File: config.mk
export PLATFORM = sky130hd
export DESIGN_NAME = pvr_regs
export DESIGN_NICKNAME = d
export VERILOG_FILES = /design/src/pvr_pkg.sv /design/src/pvr_regs.sv /design/src/pvr_sync.sv
export VERILOG_INCLUDE_DIRS = /design/src
export SDC_FILE = /design/constraint.sdc
export NUM_CORES = 1
export LEC_CHECK = 0
export BUFFER_PORTS_ARGS = -buffer_cell sky130_fd_sc_hd__buf_4
export CORE_UTILIZATION = 59
export DETAILED_ROUTE_END_ITERATION = 6
export HOLD_SLACK_MARGIN = 0.1
export PLACE_DENSITY = 0.8
export SLEW_MARGIN = 20
export SYNTH_ARGS = -nofsm -noshare
export SYNTH_HDL_FRONTEND = slang
export SYNTH_HIERARCHICAL = 1
export SYNTH_SLANG_ARGS = --single-unit
File: constraint.sdc
create_clock -name clk -period 2.1 [get_ports clk]
set_clock_uncertainty 0.1 [all_clocks]
set_input_delay 0.315 -clock clk [delete_from_list [all_inputs] [get_ports clk]]
set_output_delay 0.315 -clock clk [all_outputs]
set_load 0.02 [all_outputs]
File: src/pvr_regs.svh
`ifndef PVR_REGS_SVH
`define PVR_REGS_SVH

// ----------------------------------------------------------------------------
// Main map offsets.
// ----------------------------------------------------------------------------
`define PVR_ADDR_INDIRECT 6'h05
`define PVR_ADDR_SEARCH_ERR 6'h11
`define PVR_ADDR_STATUS 6'h12
`define PVR_ADDR_SELF_TEST 6'h13

// ----------------------------------------------------------------------------
// Indirect access register fields.
// ----------------------------------------------------------------------------
`define PVR_IND_ID_MSB 2
`define PVR_IND_ID_LSB 0
`define PVR_IND_ADDR_MSB 6
`define PVR_IND_ADDR_LSB 3
`define PVR_IND_DATA_MSB 15
`define PVR_IND_DATA_LSB 7

// ----------------------------------------------------------------------------
// VCO subsystem identifier and register indices.
// ----------------------------------------------------------------------------
`define PVR_SUBSYS_VCO 3'h0
`define PVR_VCO_TUNING 4'h0
`define PVR_VCO_ENABLES 4'h1
`define PVR_VCO_CONFIG 4'h3

// ----------------------------------------------------------------------------
// VCO register fields.
// ----------------------------------------------------------------------------
`define PVR_TUN_CAL_BIT 0
`define PVR_TUN_BAND_MSB 8
`define PVR_TUN_BAND_LSB 1
`define PVR_EN_MASTER_BIT 0
`define PVR_EN_LOCAL_MSB 4
`define PVR_EN_LOCAL_LSB 1
`define PVR_CFG_MANUAL_BIT 2

// ----------------------------------------------------------------------------
// Status register fields.
// ----------------------------------------------------------------------------
`define PVR_SE_SIGN_BIT 19
`define PVR_ST_GPO_BIT 0
`define PVR_ST_LOCK_BIT 1
`define PVR_BIST_BUSY_BIT 16

// ----------------------------------------------------------------------------
// Reset values.
// ----------------------------------------------------------------------------
`define PVR_SEARCH_MAG_RESET 19'h7FFFF
`define PVR_SIGNATURE_RESET 16'h1259
`define PVR_TUNING_RESET 9'h020
`define PVR_ENABLES_RESET 9'h01F
`define PVR_CONFIG_RESET 9'h051

`endif

File: src/pvr_pkg.sv
package pvr_pkg;

    typedef enum logic {
        PVR_IDLE,
        PVR_FORWARD
    } pvr_fwd_state_t;

    typedef logic [8:0] pvr_vco_word_t;

endpackage

File: src/pvr_regs.sv
`timescale 1ns/1ps
`include "pvr_regs.svh"

module pvr_regs
    import pvr_pkg::*;
(
    // Clock and reset.
    input wire logic clk,
    input wire logic reset_n,
    // Register port from the serial interface.
    input wire logic reg_wr_en,
    input wire logic reg_rd_en,
    input wire logic [5:0] reg_addr,
    input wire logic [23:0] reg_wdata,
    output logic [23:0] reg_rdata,
    output logic reg_rdata_valid,
    // Status from the analog and calibration logic.
    input wire logic [18:0] cal_search_error_magnitude_in,
    input wire logic cal_search_error_polarity_in,
    input wire logic gpo_state_in,
    input wire logic lock_detect_in,
    input wire logic [15:0] self_test_signature_in,
    input wire logic self_test_busy_in,
    // Block enables derived by the divider logic in automatic mode.
    input wire logic [3:0] auto_block_enables,
    // VCO controls.
    output logic vco_cal_voltage_sel,
    output logic [7:0] oscillator_subband_select,
    output logic manual_output_enable_mode,
    output logic vco_master_on,
    output logic pll_buffer_en,
    output logic rf_buffer_en,
    output logic div1_en,
    output logic rf_divider_en
);

    // ------------------------------------------------------------------------
    // Status synchronisers.
    // ------------------------------------------------------------------------
    logic [18:0] cal_search_error_magnitude;
    logic cal_search_error_polarity;
    logic gpo_state;
    logic lock_detect;
    logic [15:0] self_test_signature;
    logic self_test_busy;

    pvr_sync #(.W(20), .RESET_VAL({1'b0, `PVR_SEARCH_MAG_RESET})) u_sync_search
    (
        .clk(clk),
        .reset_n(reset_n),
        .async_in({cal_search_error_polarity_in, cal_search_error_magnitude_in}),
        .q({cal_search_error_polarity, cal_search_error_magnitude})
    );

    pvr_sync #(.W(2), .RESET_VAL(2'h0)) u_sync_status
    (
        .clk(clk),
        .reset_n(reset_n),
        .async_in({lock_detect_in, gpo_state_in}),
        .q({lock_detect, gpo_state})
    );

    pvr_sync #(.W(17), .RESET_VAL({1'b0, `PVR_SIGNATURE_RESET})) u_sync_self_test
    (
        .clk(clk),
        .reset_n(reset_n),
        .async_in({self_test_busy_in, self_test_signature_in}),
        .q({self_test_busy, self_test_signature})
    );

    // ------------------------------------------------------------------------
    // Read path.
    // ------------------------------------------------------------------------
    logic [23:0] next_rdata;
    logic next_rdata_valid;

    always_comb
    begin
        next_rdata = 24'h000000;
        next_rdata_valid = reg_rd_en;
        if (reg_rd_en)
        begin
            case (reg_addr)
                `PVR_ADDR_SEARCH_ERR:
                begin
                    next_rdata[18:0] = cal_search_error_magnitude;
                    next_rdata[`PVR_SE_SIGN_BIT] = cal_search_error_polarity;
                end
                `PVR_ADDR_STATUS:
                begin
                    next_rdata[`PVR_ST_GPO_BIT] = gpo_state;
                    next_rdata[`PVR_ST_LOCK_BIT] = lock_detect;
                end
                `PVR_ADDR_SELF_TEST:
                begin
                    next_rdata[15:0] = self_test_signature;
                    next_rdata[`PVR_BIST_BUSY_BIT] = self_test_busy;
                end
                default:
                begin
                    next_rdata = 24'h000000;
                end
            endcase
        end
    end

    always_ff @(posedge clk or negedge reset_n)
    begin
        if (!reset_n)
        begin
            reg_rdata <= 24'h000000;
            reg_rdata_valid <= 1'b0;
        end
        else
        begin
            reg_rdata <= next_rdata;
            reg_rdata_valid <= next_rdata_valid;
        end
    end

    // ------------------------------------------------------------------------
    // Indirect port capture and forwarding.
    // ------------------------------------------------------------------------
    pvr_fwd_state_t state;
    pvr_fwd_state_t next_state;
    logic [2:0] pend_id;
    logic [3:0] pend_addr;
    pvr_vco_word_t pend_data;
    logic [2:0] next_pend_id;
    logic [3:0] next_pend_addr;
    pvr_vco_word_t next_pend_data;
    pvr_vco_word_t tuning;
    pvr_vco_word_t enables;
    pvr_vco_word_t config_word;
    pvr_vco_word_t next_tuning;
    pvr_vco_word_t next_enables;
    pvr_vco_word_t next_config_word;
    logic ind_write;

    assign ind_write = reg_wr_en && (reg_addr == `PVR_ADDR_INDIRECT);

    always_comb
    begin
        next_state = state;
        next_pend_id = pend_id;
        next_pend_addr = pend_addr;
        next_pend_data = pend_data;
        next_tuning = tuning;
        next_enables = enables;
        next_config_word = config_word;
        case (state)
            PVR_IDLE:
            begin
                next_state = PVR_IDLE;
            end
            PVR_FORWARD:
            begin
                next_state = PVR_IDLE;
                if (pend_id == `PVR_SUBSYS_VCO)
                begin
                    case (pend_addr)
                        `PVR_VCO_TUNING: next_tuning = pend_data;
                        `PVR_VCO_ENABLES: next_enables = pend_data;
                        `PVR_VCO_CONFIG: next_config_word = pend_data;
                        default: next_tuning = tuning;
                    endcase
                end
            end
            default:
            begin
                next_state = PVR_IDLE;
            end
        endcase
        if (ind_write)
        begin
            next_state = PVR_FORWARD;
            next_pend_id = reg_wdata[`PVR_IND_ID_MSB:`PVR_IND_ID_LSB];
            next_pend_addr = reg_wdata[`PVR_IND_ADDR_MSB:`PVR_IND_ADDR_LSB];
            next_pend_data = reg_wdata[`PVR_IND_DATA_MSB:`PVR_IND_DATA_LSB];
        end
    end

    always_ff @(posedge clk or negedge reset_n)
    begin
        if (!reset_n)
        begin
            state <= PVR_IDLE;
            pend_id <= 3'h0;
            pend_addr <= 4'h0;
            pend_data <= 9'h000;
            tuning <= `PVR_TUNING_RESET;
            enables <= `PVR_ENABLES_RESET;
            config_word <= `PVR_CONFIG_RESET;
        end
        else
        begin
            state <= next_state;
            pend_id <= next_pend_id;
            pend_addr <= next_pend_addr;
            pend_data <= next_pend_data;
            tuning <= next_tuning;
            enables <= next_enables;
            config_word <= next_config_word;
        end
    end

    // ------------------------------------------------------------------------
    // VCO tuning, mode and master enable controls.
    // ------------------------------------------------------------------------
    assign vco_cal_voltage_sel = tuning[`PVR_TUN_CAL_BIT];
    assign oscillator_subband_select = tuning[`PVR_TUN_BAND_MSB:`PVR_TUN_BAND_LSB];
    assign manual_output_enable_mode = config_word[`PVR_CFG_MANUAL_BIT];
    assign vco_master_on = enables[`PVR_EN_MASTER_BIT];

    // ------------------------------------------------------------------------
    // Block enables.
    // ------------------------------------------------------------------------
    logic [3:0] blocks;
    logic [3:0] next_blocks;

    always_comb
    begin
        if (!enables[`PVR_EN_MASTER_BIT])
        begin
            next_blocks = 4'h0;
        end
        else if (config_word[`PVR_CFG_MANUAL_BIT])
        begin
            next_blocks = enables[`PVR_EN_LOCAL_MSB:`PVR_EN_LOCAL_LSB];
        end
        else
        begin
            next_blocks = auto_block_enables;
        end
    end

    always_ff @(posedge clk or negedge reset_n)
    begin
        if (!reset_n)
        begin
            blocks <= 4'h0;
        end
        else
        begin
            blocks <= next_blocks;
        end
    end

    assign {rf_divider_en, div1_en, rf_buffer_en, pll_buffer_en} = blocks;

    // ------------------------------------------------------------------------
    // Assertions.
    // ------------------------------------------------------------------------
    search_err_read_a: assert property (
        @(posedge clk) disable iff (!reset_n)
        (reg_rd_en && reg_addr == `PVR_ADDR_SEARCH_ERR)
        |=> (reg_rdata == {4'h0, $past(cal_search_error_polarity),
                           $past(cal_search_error_magnitude)}) && reg_rdata_valid)
        else $error("Search error read returned wrong value.");

    search_sign_read_a: assert property (
        @(posedge clk) disable iff (!reset_n)
        (reg_rd_en && reg_addr == `PVR_ADDR_SEARCH_ERR && cal_search_error_polarity)
        |=> reg_rdata[19])
        else $error("Search error sign not reported.");

    status_read_a: assert property (
        @(posedge clk) disable iff (!reset_n)
        (reg_rd_en && reg_addr == `PVR_ADDR_STATUS)
        |=> reg_rdata == {22'h000000, $past(lock_detect), $past(gpo_state)})
        else $error("Status read returned wrong value.");

    self_test_read_a: assert property (
        @(posedge clk) disable iff (!reset_n)
        (reg_rd_en && reg_addr == `PVR_ADDR_SELF_TEST)
        |=> reg_rdata == {7'h00, $past(self_test_busy), $past(self_test_signature)})
        else $error("Self-test read returned wrong value.");

    no_direct_write_a: assert property (
        @(posedge clk) disable iff (!reset_n)
        (state == PVR_IDLE && !ind_write) |=> $stable(tuning) && $stable(enables))
        else $error("VCO register changed without indirect write.");

    tuning_forward_a: assert property (
        @(posedge clk) disable iff (!reset_n)
        (ind_write && reg_wdata[6:0] == 7'h00) ##1 !ind_write
        |=> (tuning == $past(reg_wdata[15:7], 2))
            && (vco_cal_voltage_sel == $past(reg_wdata[7], 2)))
        else $error("Tuning write not forwarded in two cycles.");

    master_off_a: assert property (
        @(posedge clk) disable iff (!reset_n)
        !enables[0] |=> blocks == 4'h0)
        else $error("Blocks enabled while master enable low.");

    manual_and_a: assert property (
        @(posedge clk) disable iff (!reset_n)
        (enables[0] && config_word[2]) |=> blocks == $past(enables[4:1]))
        else $error("Manual mode enables not gated by local bits.");

    auto_mode_a: assert property (
        @(posedge clk) disable iff (!reset_n)
        (enables[0] && !config_word[2]) |=> blocks == $past(auto_block_enables))
        else $error("Automatic mode did not ignore local enables.");

    mute_a: assert property (
        @(posedge clk) disable iff (!reset_n)
        (ind_write && reg_wdata[15:0] == 16'h0D88) ##1 !ind_write ##1 config_word[2]
        |=> !rf_buffer_en && pll_buffer_en && div1_en && rf_divider_en)
        else $error("Mute write did not clear only the RF buffer.");

endmodule

File: src/pvr_sync.sv
`timescale 1ns/1ps

module pvr_sync
    import pvr_pkg::*;
#(
    parameter int W = 1,
    parameter logic [W-1:0] RESET_VAL = '0
)
(
    // Clock and reset.
    input wire logic clk,
    input wire logic reset_n,
    // Asynchronous input and accepted value.
    input wire logic [W-1:0] async_in,
    output logic [W-1:0] q
);

    logic [W-1:0] s1;
    logic [W-1:0] s2;
    logic [W-1:0] s3;
    logic [W-1:0] next_q;

    // A bit is accepted once the second and third stages agree.
    always_comb
    begin
        next_q = (~(s2 ^ s3) & s3) | ((s2 ^ s3) & q);
    end

    always_ff @(posedge clk or negedge reset_n)
    begin
        if (!reset_n)
        begin
            s1 <= RESET_VAL;
            s2 <= RESET_VAL;
            s3 <= RESET_VAL;
            q <= RESET_VAL;
        end
        else
        begin
            s1 <= async_in;
            s2 <= s1;
            s3 <= s2;
            q <= next_q;
        end
    end

endmodule

=== After elaboration in Yosys (flattened, before gate mapping) ===
Index checks and enable logic that the tools add are counted.

* Register bits: 215
* Output and inout port bits: 40
* Logic and storage cells: 56

* Eq/ne operators: 6
* Mux-type cells: 7
* Bitwise logic cells: 15
* Reduce and logical (&&, ||, !) cells: 6

{| class="wikitable"
|+ Operators with widths
! cell !! number
|-
| $and 20x20->20 || 2
|-
| $and 17x17->17 || 2
|-
| $pmux 15 s2 || 1
|-
| $mux 20 || 1
|-
| $not 20->20 || 1
|-
| $or 20x20->20 || 1
|-
| $xor 20x20->20 || 1
|-
| $eq 6x5->1 const B || 3
|-
| $not 17->17 || 1
|-
| $or 17x17->17 || 1
|-
| $xor 17x17->17 || 1
|-
| $reduce_and 3->1 || 3
|-
| $mux 4 || 2
|-
| $eq 6x3->1 const B || 1
|-
| $pmux 2 s3 || 1
|-
| $and 2x2->2 || 2
|-
| $eq 4x1->1 const B || 1
|-
| $eq 4x2->1 const B || 1
|-
| $logic_not 4->1 || 1
|-
| $logic_not 3->1 || 1
|-
| $mux 3 || 1
|-
| $not 2->2 || 1
|-
| $or 2x2->2 || 1
|-
| $xor 2x2->2 || 1
|-
| 2 further kinds || 2
|}

=== Longest topological paths before layout ===
Gate-level depths: netlist (run 1).

* Word-level depth: 4
* Gate-level depth with buffers: 6
* Mapped depth without buffers: 3

=== By module ===
The synthesis (run 1) kept the hierarchy.

{| class="wikitable"
|+ By module, submodules not included
! module !! instances !! cells an instance !! area each (um^2) !! seq. area each (um^2)
|-
| pvr_regs || 1 || 159 || 2343.5 || 1433.9
|-
| pvr_sync at u_sync_search || 1 || 100 || 2322.2 || 2097.0
|-
| pvr_sync at u_sync_self_test || 1 || 85 || 1923.1 || 1731.7
|-
| pvr_sync at u_sync_status || 1 || 10 || 222.7 || 200.2
|}

=== Worst setup path after synthesis (run 1) ===
Ideal clock, no wire load.

* Path type: input to register
* Start: input reg_addr[3]
* End: register pend_addr[0]
* Arrival: 1.313 ns
* Required time: 1.875 ns
* Slack: 0.562 ns
* Stages on the path: 5
* Path buffers: 2
* Cells stage by stage: nor4b_1 > and3_1 > buf_6 > buf_8 > mux2_4

* Word-level cells in the longest chain between the ends: 2

{| class="wikitable"
|+ Ends and longest elaborated chain
! item !! RTL line !! RTL
|-
| from (decl) || pvr_regs.sv:13 || <nowiki>input wire logic [5:0] reg_addr,</nowiki>
|-
| $eq 6x3->1 (no line) || -- ||
|-
| $logic_and 1x1->1 || pvr_regs.sv:140 || <nowiki>assign ind_write = reg_wr_en && (reg_addr == `PVR_ADDR_INDIRECT);</nowiki>
|-
| named net ind_write || pvr_regs.sv:138 || <nowiki>logic ind_write;</nowiki>
|-
| to (signal assigned) || pvr_regs.sv:199 || <nowiki>pend_addr <= next_pend_addr;</nowiki>
|-
| to (decl) || pvr_regs.sv:127 || <nowiki>logic [3:0] pend_addr;</nowiki>
|}

The timed path passes the listed nets, and every way through them passes these cells.
A chain may end at the register's enable or synchronous reset.

=== Final worst setup path (run 1) ===
* Start: input reg_addr[4]
* End: register pend_data[8]

* Word-level cells in the longest chain between the ends: 2

{| class="wikitable"
|+ Ends and longest elaborated chain
! item !! RTL line !! RTL
|-
| $eq 6x3->1 (no line) || -- ||
|-
| $logic_and 1x1->1 || pvr_regs.sv:140 ||
|-
| to (signal assigned) || pvr_regs.sv:200 || <nowiki>pend_data <= next_pend_data;</nowiki>
|-
| to (decl) || pvr_regs.sv:128 || <nowiki>pvr_vco_word_t pend_data;</nowiki>
|}

No other way between the ends.

==> impl_metrics.csv, run 1 <==
group,metric,value,unit
final_layout,nets,623,
final_layout,fillers,511,
drt,via_per_inst,5.07,
setup_path,crit_arrival,2130,ps
floorplan,die_area,12000,um^2
final_layout,multi_input_area,1280,um^2
setup_path,setup.worst_path.end_class,"flop",
global_route,grt_max_degree,60,
floorplan,io_pins,117,
timing,rsz0062_at_grt,"false",
global_route,grt_pass1_wl,20200,um
yosys,ys_ff_latch,213,
timing,hold_viol,0,
drt,drc,0,
cts,clk_pin_slew,70,ps
final_layout,drive_gt1_share,58.2,%
final_layout,syn_to_final_growth,34.7,%
final_layout,final-seq-area,5460,um^2
run,drv_cap,0,
drt,firstDrtPassIters,4,
setup_path,critical-path-slowest-cell,"dlygate4sd3_1",
power,power_switching_share,20.7,%
yosys,synth_area_per_cell,19.2,um^2
yosys,synth_cells,354,
timing,setup_viol,0,
run_status,status,"complete, no violations",
floorplan,rows,38,
placement,routabilityCongestion,0.714,
yosys,async_flop_share,100,%
timing,period_minus_slack,1860,ps
global_route,grtUsageTotal,23.0,%
setup_path,required,2370,ps
cts,cts_tree,"built",
drt,dr_total_vias,3546,
cts,cts_setup_buffers,0,
placement,place_hpwl,6800,um
timing,maxSlewViolCount,0,
worst_hold_path,hp-class,"in2reg",
power,power_frac_seq,50.8,%
global_route,grt_pass1_vias,3911,
power,p_leak,4.17,nW
yosys,ys.flop_type,"dfrtp_1",
timing,max_freq,0.537,GHz
setup_path,worst-path-buf-inv,3,
drt,drt_iter0_markers,158,
power,vdd_drop_max,0.770,mV
cts,clock-sinks,213,
yosys,synth_edf_count,0,
placement,placement.io_buffers,104,
cts,cts_root_buf,"clkbuf_16",
global_route,antenna_found_initial,0,
power,switchingPower,1.87,mW
power,pwr-share-comb,6.3,%
setup_path,path_max_fanout,17,
setup_path,cp_top_family,"buffers and inverters",
cts,cts_buffers,21,
final_layout,n_antenna_cell,0,
floorplan,core,11000,um^2
yosys,yosysSeqAreaShare,80.2,%
drt,final_antenna_net_count,0,
power,powerDensity,986,nW/um^2
setup_path,max_stage_delay,550,ps
yosys,synth_area,6810,um^2
setup_path,path_class,"in2reg",
cts,ctsHtreeMaxLevel,1,
cts,clkLatencyLatePin,490,ps
floorplan,die_y,109,um
yosys,ys_types,24,
setup_path,critPathLaunchType,"primary input",
floorplan,die_x,109,um
power,p_int,7.18,mW
global_route,grt_overflow,0,
drt,wl,13000,um
final_layout,final_core_util,83.2,%
power,pwr-share-clk,42.9,%
setup_path,path_cells,"dlygate4sd3_1 > buf_4 > nor4b_1 > and3_1 > buf_12 > mux2_2",
cts,clk_path_buf_depth,3,
yosys,yosysWarnings,6,
timing,timing.final.crit_share,88.7,%
floorplan,start_util,61.8,%
drt,wl_per_cell,18.5,um
timing,fin_tns_setup,0,ps
## per-stage QoR
| stage | power, mW | area [um^2] | hold WS (ps) | setup slack, ps | instances |
|---|---|---|---|---|---|
| after floorplan | 4.83 | 6820 | -80.6 | 562 | 357 |
| after global placement | 5.07 | 7800 | 187 | 344 | 599 |
| after detailed placement | 5.11 | 7800 | 193 | 325 | 599 |
| after CTS | 9.10 | 9180 | 190 | 290 | 700 |
| after global routing | 9.37 | 9180 | 194 | 238 | 700 |
| final | 9.05 | 9180 | 202 | 237 | 700 |
## final cells by class
cell class	instances	area share [%]
Multi-Input combinational cell	134	13.9
Sequential cell	213	59.5
Clock buffer	29	6.61
Clock inverter	8	1.38
Timing Repair Buffer	176	16.6
Tap cell	140	1.91
## placed cells by master, fill, tap and decap left out, drive strengths merged
cell type	count
bufinv	3
nor2b	5
a22oi	2
buf	111
clkbuf	30
maj3	39
mux2	33
dfrtp	107
nand4b	1
mux2i	19
nor4b	2
conb	4
dfstp	106
clkinv	5
dlygate4sd3	64
and3	5
nand4	2
nor3	1
nor2	19
nand3	2
## power groups by stage
stage                     combinational (mW)  clock (mW)  sequential [mW]
after floorplan                        0.211           0             4.62
after global placement                 0.440           0             4.63
after detailed placement               0.460           0             4.65
after CTS                              0.560        3.95             4.59
after global routing                   0.615        4.13             4.63
final                                  0.567        3.88             4.60
## path summary, 6_finish.rpt
kind | start | to | slack, ps | cells after the start
setup / recovery | reg_addr[4] | pend_data[8] | 240 | 6
min in group asynchronous | reset_n | pend_data[8] | 230 | 2
hold / removal | reg_addr[0] | reg_rdata[1] | 200 | 4
hold reg to reg | u_sync_self_test/s1[8] | u_sync_self_test/s2[8] | 250 | 0
setup reg to reg | pend_addr[3] | enables[1] | 360 | 3
max in group asynchronous | reset_n | u_sync_search/s1[2] | 960 | 3
## cell families (layout without fill, tap and decap cells)
group	Yosys count	count (layout)	share of synthesized area, %
buf+inv	10	213	1.18
compound gates	2	2	0.220
other cells	1	4	0.0551
fa+ha+maj	39	39	6.45
flops	213	213	80.2
mux	52	52	8.74
simple gates	37	37	3.16
## cells in the mapped netlist, types with 2 or more instances
cell type / count / area [um^2]
buf_6: 2 / 22.5
dfrtp_1: 107 / 2680
mux2i_1: 19 / 190
buf_4: 4 / 30.0
clkbuf_1: 2 / 7.51
dfstp_2: 106 / 2790
mux2_2: 24 / 270
mux2_4: 9 / 135
nand4_1: 2 / 12.5
a22oi_1: 2 / 15.0
nor2b_1: 4 / 25.0
nor2_1: 19 / 71.3
and3_1: 5 / 31.3
maj3_2: 39 / 439
## worst reg2reg max path, stage by stage, from the launching register on
cell,delay (ps)
dfrtp_1,410
nor4b_4,410
nand4b_1,360
mux2_2,390
## what timing repair did
action,in CTS,in global routing
hold buffers,64,0
gates resized for setup,0,0
hold endpoints to repair,192,0
## per-layer routing
| metal | share of wire [%] | GRT usage, % | vias up | routed length (um) |
|---|---|---|---|---|
| li1 | - | - | 1579 | - |
| met1 | 39 | 27.9 | 1838 | 5010 |
| met2 | 54 | 41.2 | 95 | 7030 |
| met3 | 4.2 | 4.51 | 34 | 542 |
| met4 | 2.9 | 8.19 | 0 | 382 |
| met5 | 0 | 0 | - | 0 |
No activity file was read; power rests on OpenSTA's default activity.
==> inputs of run 2 (changes only) <==
--- a/config.mk
+++ b/config.mk
@@ -6,6 +6,7 @@
 export SDC_FILE = /design/constraint.sdc
 export NUM_CORES = 1
 export LEC_CHECK = 0
+export ABC_AREA = 1
 export BUFFER_PORTS_ARGS = -buffer_cell sky130_fd_sc_hd__buf_4
 export CORE_UTILIZATION = 59
 export DETAILED_ROUTE_END_ITERATION = 6
==> impl_metrics.csv, run 2 <==
group,metric,value,unit
worst_hold_path,holdPathStages,5,
worst_hold_path,min_from,"reg_addr[0]",
cts,cts_setup_buffers,0,
yosys,yosysWarnings,6,
final_layout,n_antenna_cell,0,
timing,fin_tns_setup,0,ps
global_route,grt_max_degree,59,
setup_path,r2r_cells,6,
worst_hold_path,hp-class,"in2reg",
placement,place_inst,822,
final_layout,syn_to_final_growth,31.5,%
cts,clk_path_buf_depth,3,
setup_path,r2r_setup_slack,520,ps
drt,final_antenna_net_count,0,
worst_hold_path,holdPathEnd,"reg_rdata[17]",
timing,maxSlewViolCount,0,
floorplan,core,11600,um^2
floorplan,die_x,112,um
floorplan,die_y,112,um
timing,hold_viol,0,
setup_path,crit_arrival,2000,ps
cts,cts_root_buf,"clkbuf_16",
cts,cts_resized,0,
global_route,grt_pass1_wl,22200,um
yosys,async_flop_share,100,%
drt,wl_per_cell,14.5,um
global_route,grt_overflow,0,
yosys,ys_types,25,
setup_path,path_max_fanout,17,
global_route,grtUsageTotal,22.5,%
setup_path,critPathLaunchType,"primary input",
run_status,status,"finished with violations",
setup_path,startpoint,"reg_addr[1]",
final_layout,final_common_cell,"nand2_1",
yosys,yosys.cell_count.top_type,"nand2_1",
run_status,violations,"DRC",
timing,setup_viol,0,
floorplan,io_pins,117,
yosys,synth_area_per_cell,12.3,um^2
placement,postPlaceCellArea,8080,um^2
setup_path,worstReg2RegEnd,"tuning[3]",
final_layout,final_cell_count_no_fill,921,
cts,cts_tree,"built",
timing,period_minus_slack,1680,ps
placement,routabilityCongestion,0.782,
yosys,yosys.area.top_type,"dfstp_2",
cts,clkLatencyLatePin,480,ps
yosys,yosysSeqAreaShare,76.8,%
setup_path,path_class,"in2reg",
yosys,synth_edf_count,0,
global_route,antenna_found_initial,0,
yosys,synth.top_cell.area_share,39.1,%
run,drv_cap,0,
drt,wl,13300,um
final_layout,fin_area,9360,um^2
yosys,synth_cells,579,
yosys,ys.flop_type,"dfrtp_1",
setup_path,critical_path.most_common_cell,"nand2_1",
floorplan,die_area,12500,um^2
setup_path,path_cells,"dlygate4sd3_1 > buf_4 > nor2_4 > nand4_4 > inv_2 > nand2_1 > nand2_1",
setup_path,cp_top_family,"buffers and inverters",
drt,firstDrtPassIters,7,
timing,max_freq,0.596,GHz
final_layout,final_cell_mix,"136 x nand2_1, 107 x dfrtp_1, 106 x dfstp_2, 104 x buf_4, 62 x dlygate4sd3_1",
final_layout,nets,841,
setup_path,r2r-start,"pend_addr[2]",
floorplan,rows,39,
timing,timing.final.crit_share,79.9,%
yosys,synth.area.top_cells,"dfstp_2 39%, dfrtp_1 38%, nand2_1 7.2%",
final_layout,drive_gt1_share,35.9,%
yosys,synthTopCellsByCount,"136 x nand2_1, 107 x dfrtp_1, 106 x dfstp_2, 59 x inv_1, 53 x nor2_1",
placement,place_hpwl,7450,um
timing,rsz0062_at_grt,"false",
setup_path,required,2420,ps
cts,cts_buffers,21,
drt,dr_total_vias,4566,
timing,timing.hold.ws,160,ps
setup_path,critical-path-slowest-cell,"dlygate4sd3_1",
drt,via_per_inst,4.96,
setup_path,worst-path-buf-inv,3,
setup_path,max_stage_delay,540,ps
placement,placement.io_buffers,104,
final_layout,fillers,647,
yosys,synth_area,7120,um^2
setup_path,setup.worst_path.end_class,"flop",
drt,drt_iter0_markers,238,
cts,clock-sinks,213,
power,powerDensity,933,nW/um^2
power,p_leak,4.51,nW
global_route,grt_pass1_vias,4733,
cts,ctsHtreeMaxLevel,1,
floorplan,start_util,61.5,%
yosys,ys_ff_latch,213,
drt,drc,5,
power,vdd_drop_max,0.745,mV
cts,clk_pin_slew,60,ps
[run 2: changes by cell type after synthesis, sizes merged, moves of 30 or more]
cell,previous run,this run
a21oi,0,39
nand2,0,148
nor2,19,55
mux2,33,0
maj3,39,0
inv,0,63
o21ai,0,30
[run 2: report_power, final]
| part | leakage (nW) | switching, mW | internal [mW] | total [mW] |
|---|---|---|---|---|
| Combinational | 1.71 | 0.298 | 0.275 | 0.574 |
| Clock | 0.329 | 1.45 | 2.11 | 3.56 |
| Sequential | 2.47 | 0.155 | 4.45 | 4.60 |
| Total | 4.51 | 1.90 | 6.83 | 8.74 |
[run 2: how the worst max path moves through the flow]
stage | cells after the start | slack, ps | endpoint
final | 7 | 420 | pend_data[8]
after global routing | 7 | 340 | pend_data[8]
after CTS | 7 | 450 | reg_rdata[2]
after detailed placement | 8 | 440 | reg_rdata[4]
after global placement | 8 | 460 | reg_rdata[2]
after floorplan | 7 | 800 | tuning[4]
[run 2: per-stage QoR]
step           util [%]  power, mW  setup WS [ps]
2_1_floorplan         -       4.85            805
3_3_place_gp       69.8       5.10            462
3_5_place_dp       69.8       5.14            440
4_1_cts            80.9       8.80            453
5_1_grt            80.9       9.07            338
6_report           80.9       8.74            422
[run 2: final cells by class]
class | instances | area (um^2) | area share (%)
Multi-Input combinational cell | 294 | 1340 | 14.3
Tap cell | 143 | 179 | 1.91
Clock inverter | 8 | 67.6 | 0.722
Clock buffer | 29 | 597 | 6.38
Timing Repair Buffer | 170 | 1480 | 15.8
Sequential cell | 213 | 5460 | 58.4
Inverter | 64 | 240 | 2.57
[run 2: logic make-up after synthesis]
group / Yosys count / synth area share (%)
and+or+nand+nor: 221 / 13.2
other: 1 / 0.0527
buffers and inverters: 75 / 4.57
AOI/OAI and AO/OA: 69 / 5.38
DFF: 213 / 76.8
[run 2: worst min-delay path, cell delays in order]
cell	delay, ps
buf_4	120
inv_2	60
nor2_4	50
nand3_2	110
nor2_1	50
[run 2: repair_timing]
action | in CTS | in global routing
hold endpoints to repair | 195 | 0
endpoints found under the setup margin | 0 | 0
hold buffers | 62 | 0
[run 2: layer usage]
layer  global-route usage (%)  vias to the layer above  wire length, um
met5                        0                        -                0
met4                     5.95                        0              294
met3                     4.14                       31              718
met2                     42.3                      132             7190
met1                     26.5                     2254             5140
li1                         -                     2149                -
==> inputs of run 3 (changes only) <==
--- a/config.mk
+++ b/config.mk
@@ -8,10 +8,10 @@
 export LEC_CHECK = 0
 export ABC_AREA = 1
 export BUFFER_PORTS_ARGS = -buffer_cell sky130_fd_sc_hd__buf_4
-export CORE_UTILIZATION = 59
+export CORE_UTILIZATION = 55
 export DETAILED_ROUTE_END_ITERATION = 6
 export HOLD_SLACK_MARGIN = 0.1
-export PLACE_DENSITY = 0.8
+export PLACE_DENSITY = 0.75
 export SLEW_MARGIN = 20
 export SYNTH_ARGS = -nofsm -noshare
 export SYNTH_HDL_FRONTEND = slang
==> constraint.sdc (replaced) <==
create_clock -name clk -period 1.7 [get_ports clk]
set_clock_uncertainty 0.1 [all_clocks]
set_input_delay 0.255 -clock clk [delete_from_list [all_inputs] [get_ports clk]]
set_output_delay 0.255 -clock clk [all_outputs]
set_load 0.02 [all_outputs]
==> impl_metrics.csv, run 3 (same netlist as run 2, synthesis figures left out) <==
group,metric,value,unit
run_status,status,"complete, no violations",
cts,clock-sinks,213,
placement,routabilityCongestion,0.783,
floorplan,die_x,116,um
power,pwr-share-clk,41.7,%
cts,ctsHtreeMaxLevel,1,
final_layout,nets,855,
drt,via_per_inst,4.69,
drt,final_antenna_net_count,0,
timing,timing.final.crit_share,98.3,%
run,drv_cap,0,
setup_path,max_stage_delay,550,ps
power,p_leak,4.60,nW
setup_path,r2r_setup_slack,210,ps
global_route,gr-max-usage-layer,"met2",
floorplan,io_pins,117,
floorplan,rows,41,
power,power_frac_seq,51.5,%
drt,dr_total_vias,4526,
final_layout,final_common_cell,"nand2_1",
timing,hold_viol,0,
floorplan,die_area,13400,um^2
global_route,globalRouteMet3Util,3.50,%
drt,drc,0,
global_route,grt_overflow,0,
setup_path,path_max_fanout,17,
cts,cts_tree,"built",
power,power_switching_share,21.7,%
floorplan,start_util,56.4,%
drt,wl,13100,um
setup_path,setup.worst_path.end_class,"flop",
power,p_int,8.64,mW
floorplan,core,12600,um^2
power,vdd_drop_max,0.972,mV
global_route,use_met2,37.2,%
global_route,grt_pass1_wl,21600,um
floorplan,die_y,116,um
global_route,grt_pass1_vias,4695,
setup_path,critical-path-slowest-cell,"dlygate4sd3_1",
worst_hold_path,hp-class,"in2reg",
final_layout,syn_to_final_growth,34.8,%
placement,place_hpwl,7610,um
cts,cts_setup_buffers,0,
setup_path,critPathLaunchType,"primary input",
drt,wl_per_cell,13.6,um
placement,placement.io_buffers,104,
power,switchingPower,2.39,mW
timing,maxSlewViolCount,0,
timing,fin_tns_setup,0,ps
power,pwr-share-comb,6.7,%
global_route,grt.met1_usage,25.5,%
final_layout,final_core_util,76.0,%
timing,setup_viol,0,
global_route,grtUsageTotal,20.8,%
setup_path,path_class,"in2reg",
cts,clk_pin_slew,60,ps
final_layout,final_cell_mix,"136 x nand2_1, 109 x buf_4, 107 x dfrtp_1, 106 x dfstp_2, 68 x dlygate4sd3_1",
drt,drt_iter0_markers,282,
setup_path,cp_top_family,"buffers and inverters",
drt,firstDrtPassIters,5,
final_layout,fillers,820,
timing,period_minus_slack,1670,ps
setup_path,required,2020,ps
timing,rsz0062_at_grt,"false",
final_layout,n_antenna_cell,0,
cts,cts_buffers,22,
cts,clkLatencyLatePin,490,ps
cts,clk_path_buf_depth,3,
global_route,grt_max_degree,47,
cts,cts_root_buf,"clkbuf_16",
power,powerDensity,1150,nW/um^2
timing,max_freq,0.598,GHz
final_layout,drive_gt1_share,36.1,%
setup_path,worst-path-buf-inv,5,
global_route,antenna_found_initial,0,
setup_path,crit_arrival,1990,ps
setup_path,path_cells,"dlygate4sd3_1 > buf_4 > clkinv_1 > nand4_4 > inv_4 > nand2_1 > nand2_1 > dlygate4sd3_1",
-- run 3: layer usage --
layer  part of all wire, %  vias to the layer above  wire (um)
li1                      -                     2188          -
met3                   3.9                       20        517
met4                   2.8                        0        362
met2                    52                      117       6880
met5                     0                        -          0
met1                    41                     2201       5370
-- run 3: what timing repair did --
action | CTS | global route
endpoints found under the setup margin | 0 | 1
resized for setup | 0 | 2
hold buffers | 68 | 0
hold endpoints to repair | 204 | 0
-- run 3: through the flow --
stage	cells	cell area (um^2)	power (mW)	hold slack, ps	setup WS (ps)
after global routing	966	9590	11.5	115	10.6
after floorplan	582	7130	5.99	-141	405
after global placement	858	8190	6.32	103	290
after detailed placement	858	8190	6.37	106	257
final	966	9590	11.0	107	28.7
after CTS	966	9590	11.1	106	13.1
-- run 3: path summary, 6_finish.rpt --
path                                           start                    to  depth (start not counted)
worst max-delay path                     reg_addr[3]            pend_id[1]                          8
worst min-delay path                     reg_addr[5]          pend_data[1]                          6
worst max register to register            pend_id[1]             tuning[6]                          6
worst min register to register  u_sync_search/s1[19]  u_sync_search/s2[19]                          0
max in group asynchronous                    reset_n            enables[0]                          3
min in group asynchronous                    reset_n          reg_rdata[7]                          2
-- run 3: worst register-to-register path, stage by stage, from the launching register on --
cell,delay [ps]
dfrtp_1,390
inv_1,60
nand2_1,80
nor3_4,310
nand2_2,250
nand2_1,130
nand2_1,60
-- run 3: area by class of cell --
type                    instances  area (um^2)  share of cell area [%]
clock buffers                  33          643                    6.71
clock inverters                 7         73.8                   0.770
inverters                      64          243                    2.53
multi-input cells             294         1340                    14.0
flip-flops and latches        213         5460                    57.0
well taps                     172          215                    2.24
repair buffers                183         1610                    16.8
-- run 3: power by group through the flow --
stage | Combinational (mW) | Sequential, mW | Clock, mW
after floorplan | 0.263 | 5.73 | 0
after global placement | 0.578 | 5.74 | 0
after detailed placement | 0.608 | 5.76 | 0
after CTS | 0.741 | 5.69 | 4.72
after global routing | 0.834 | 5.72 | 4.94
final | 0.745 | 5.69 | 4.60
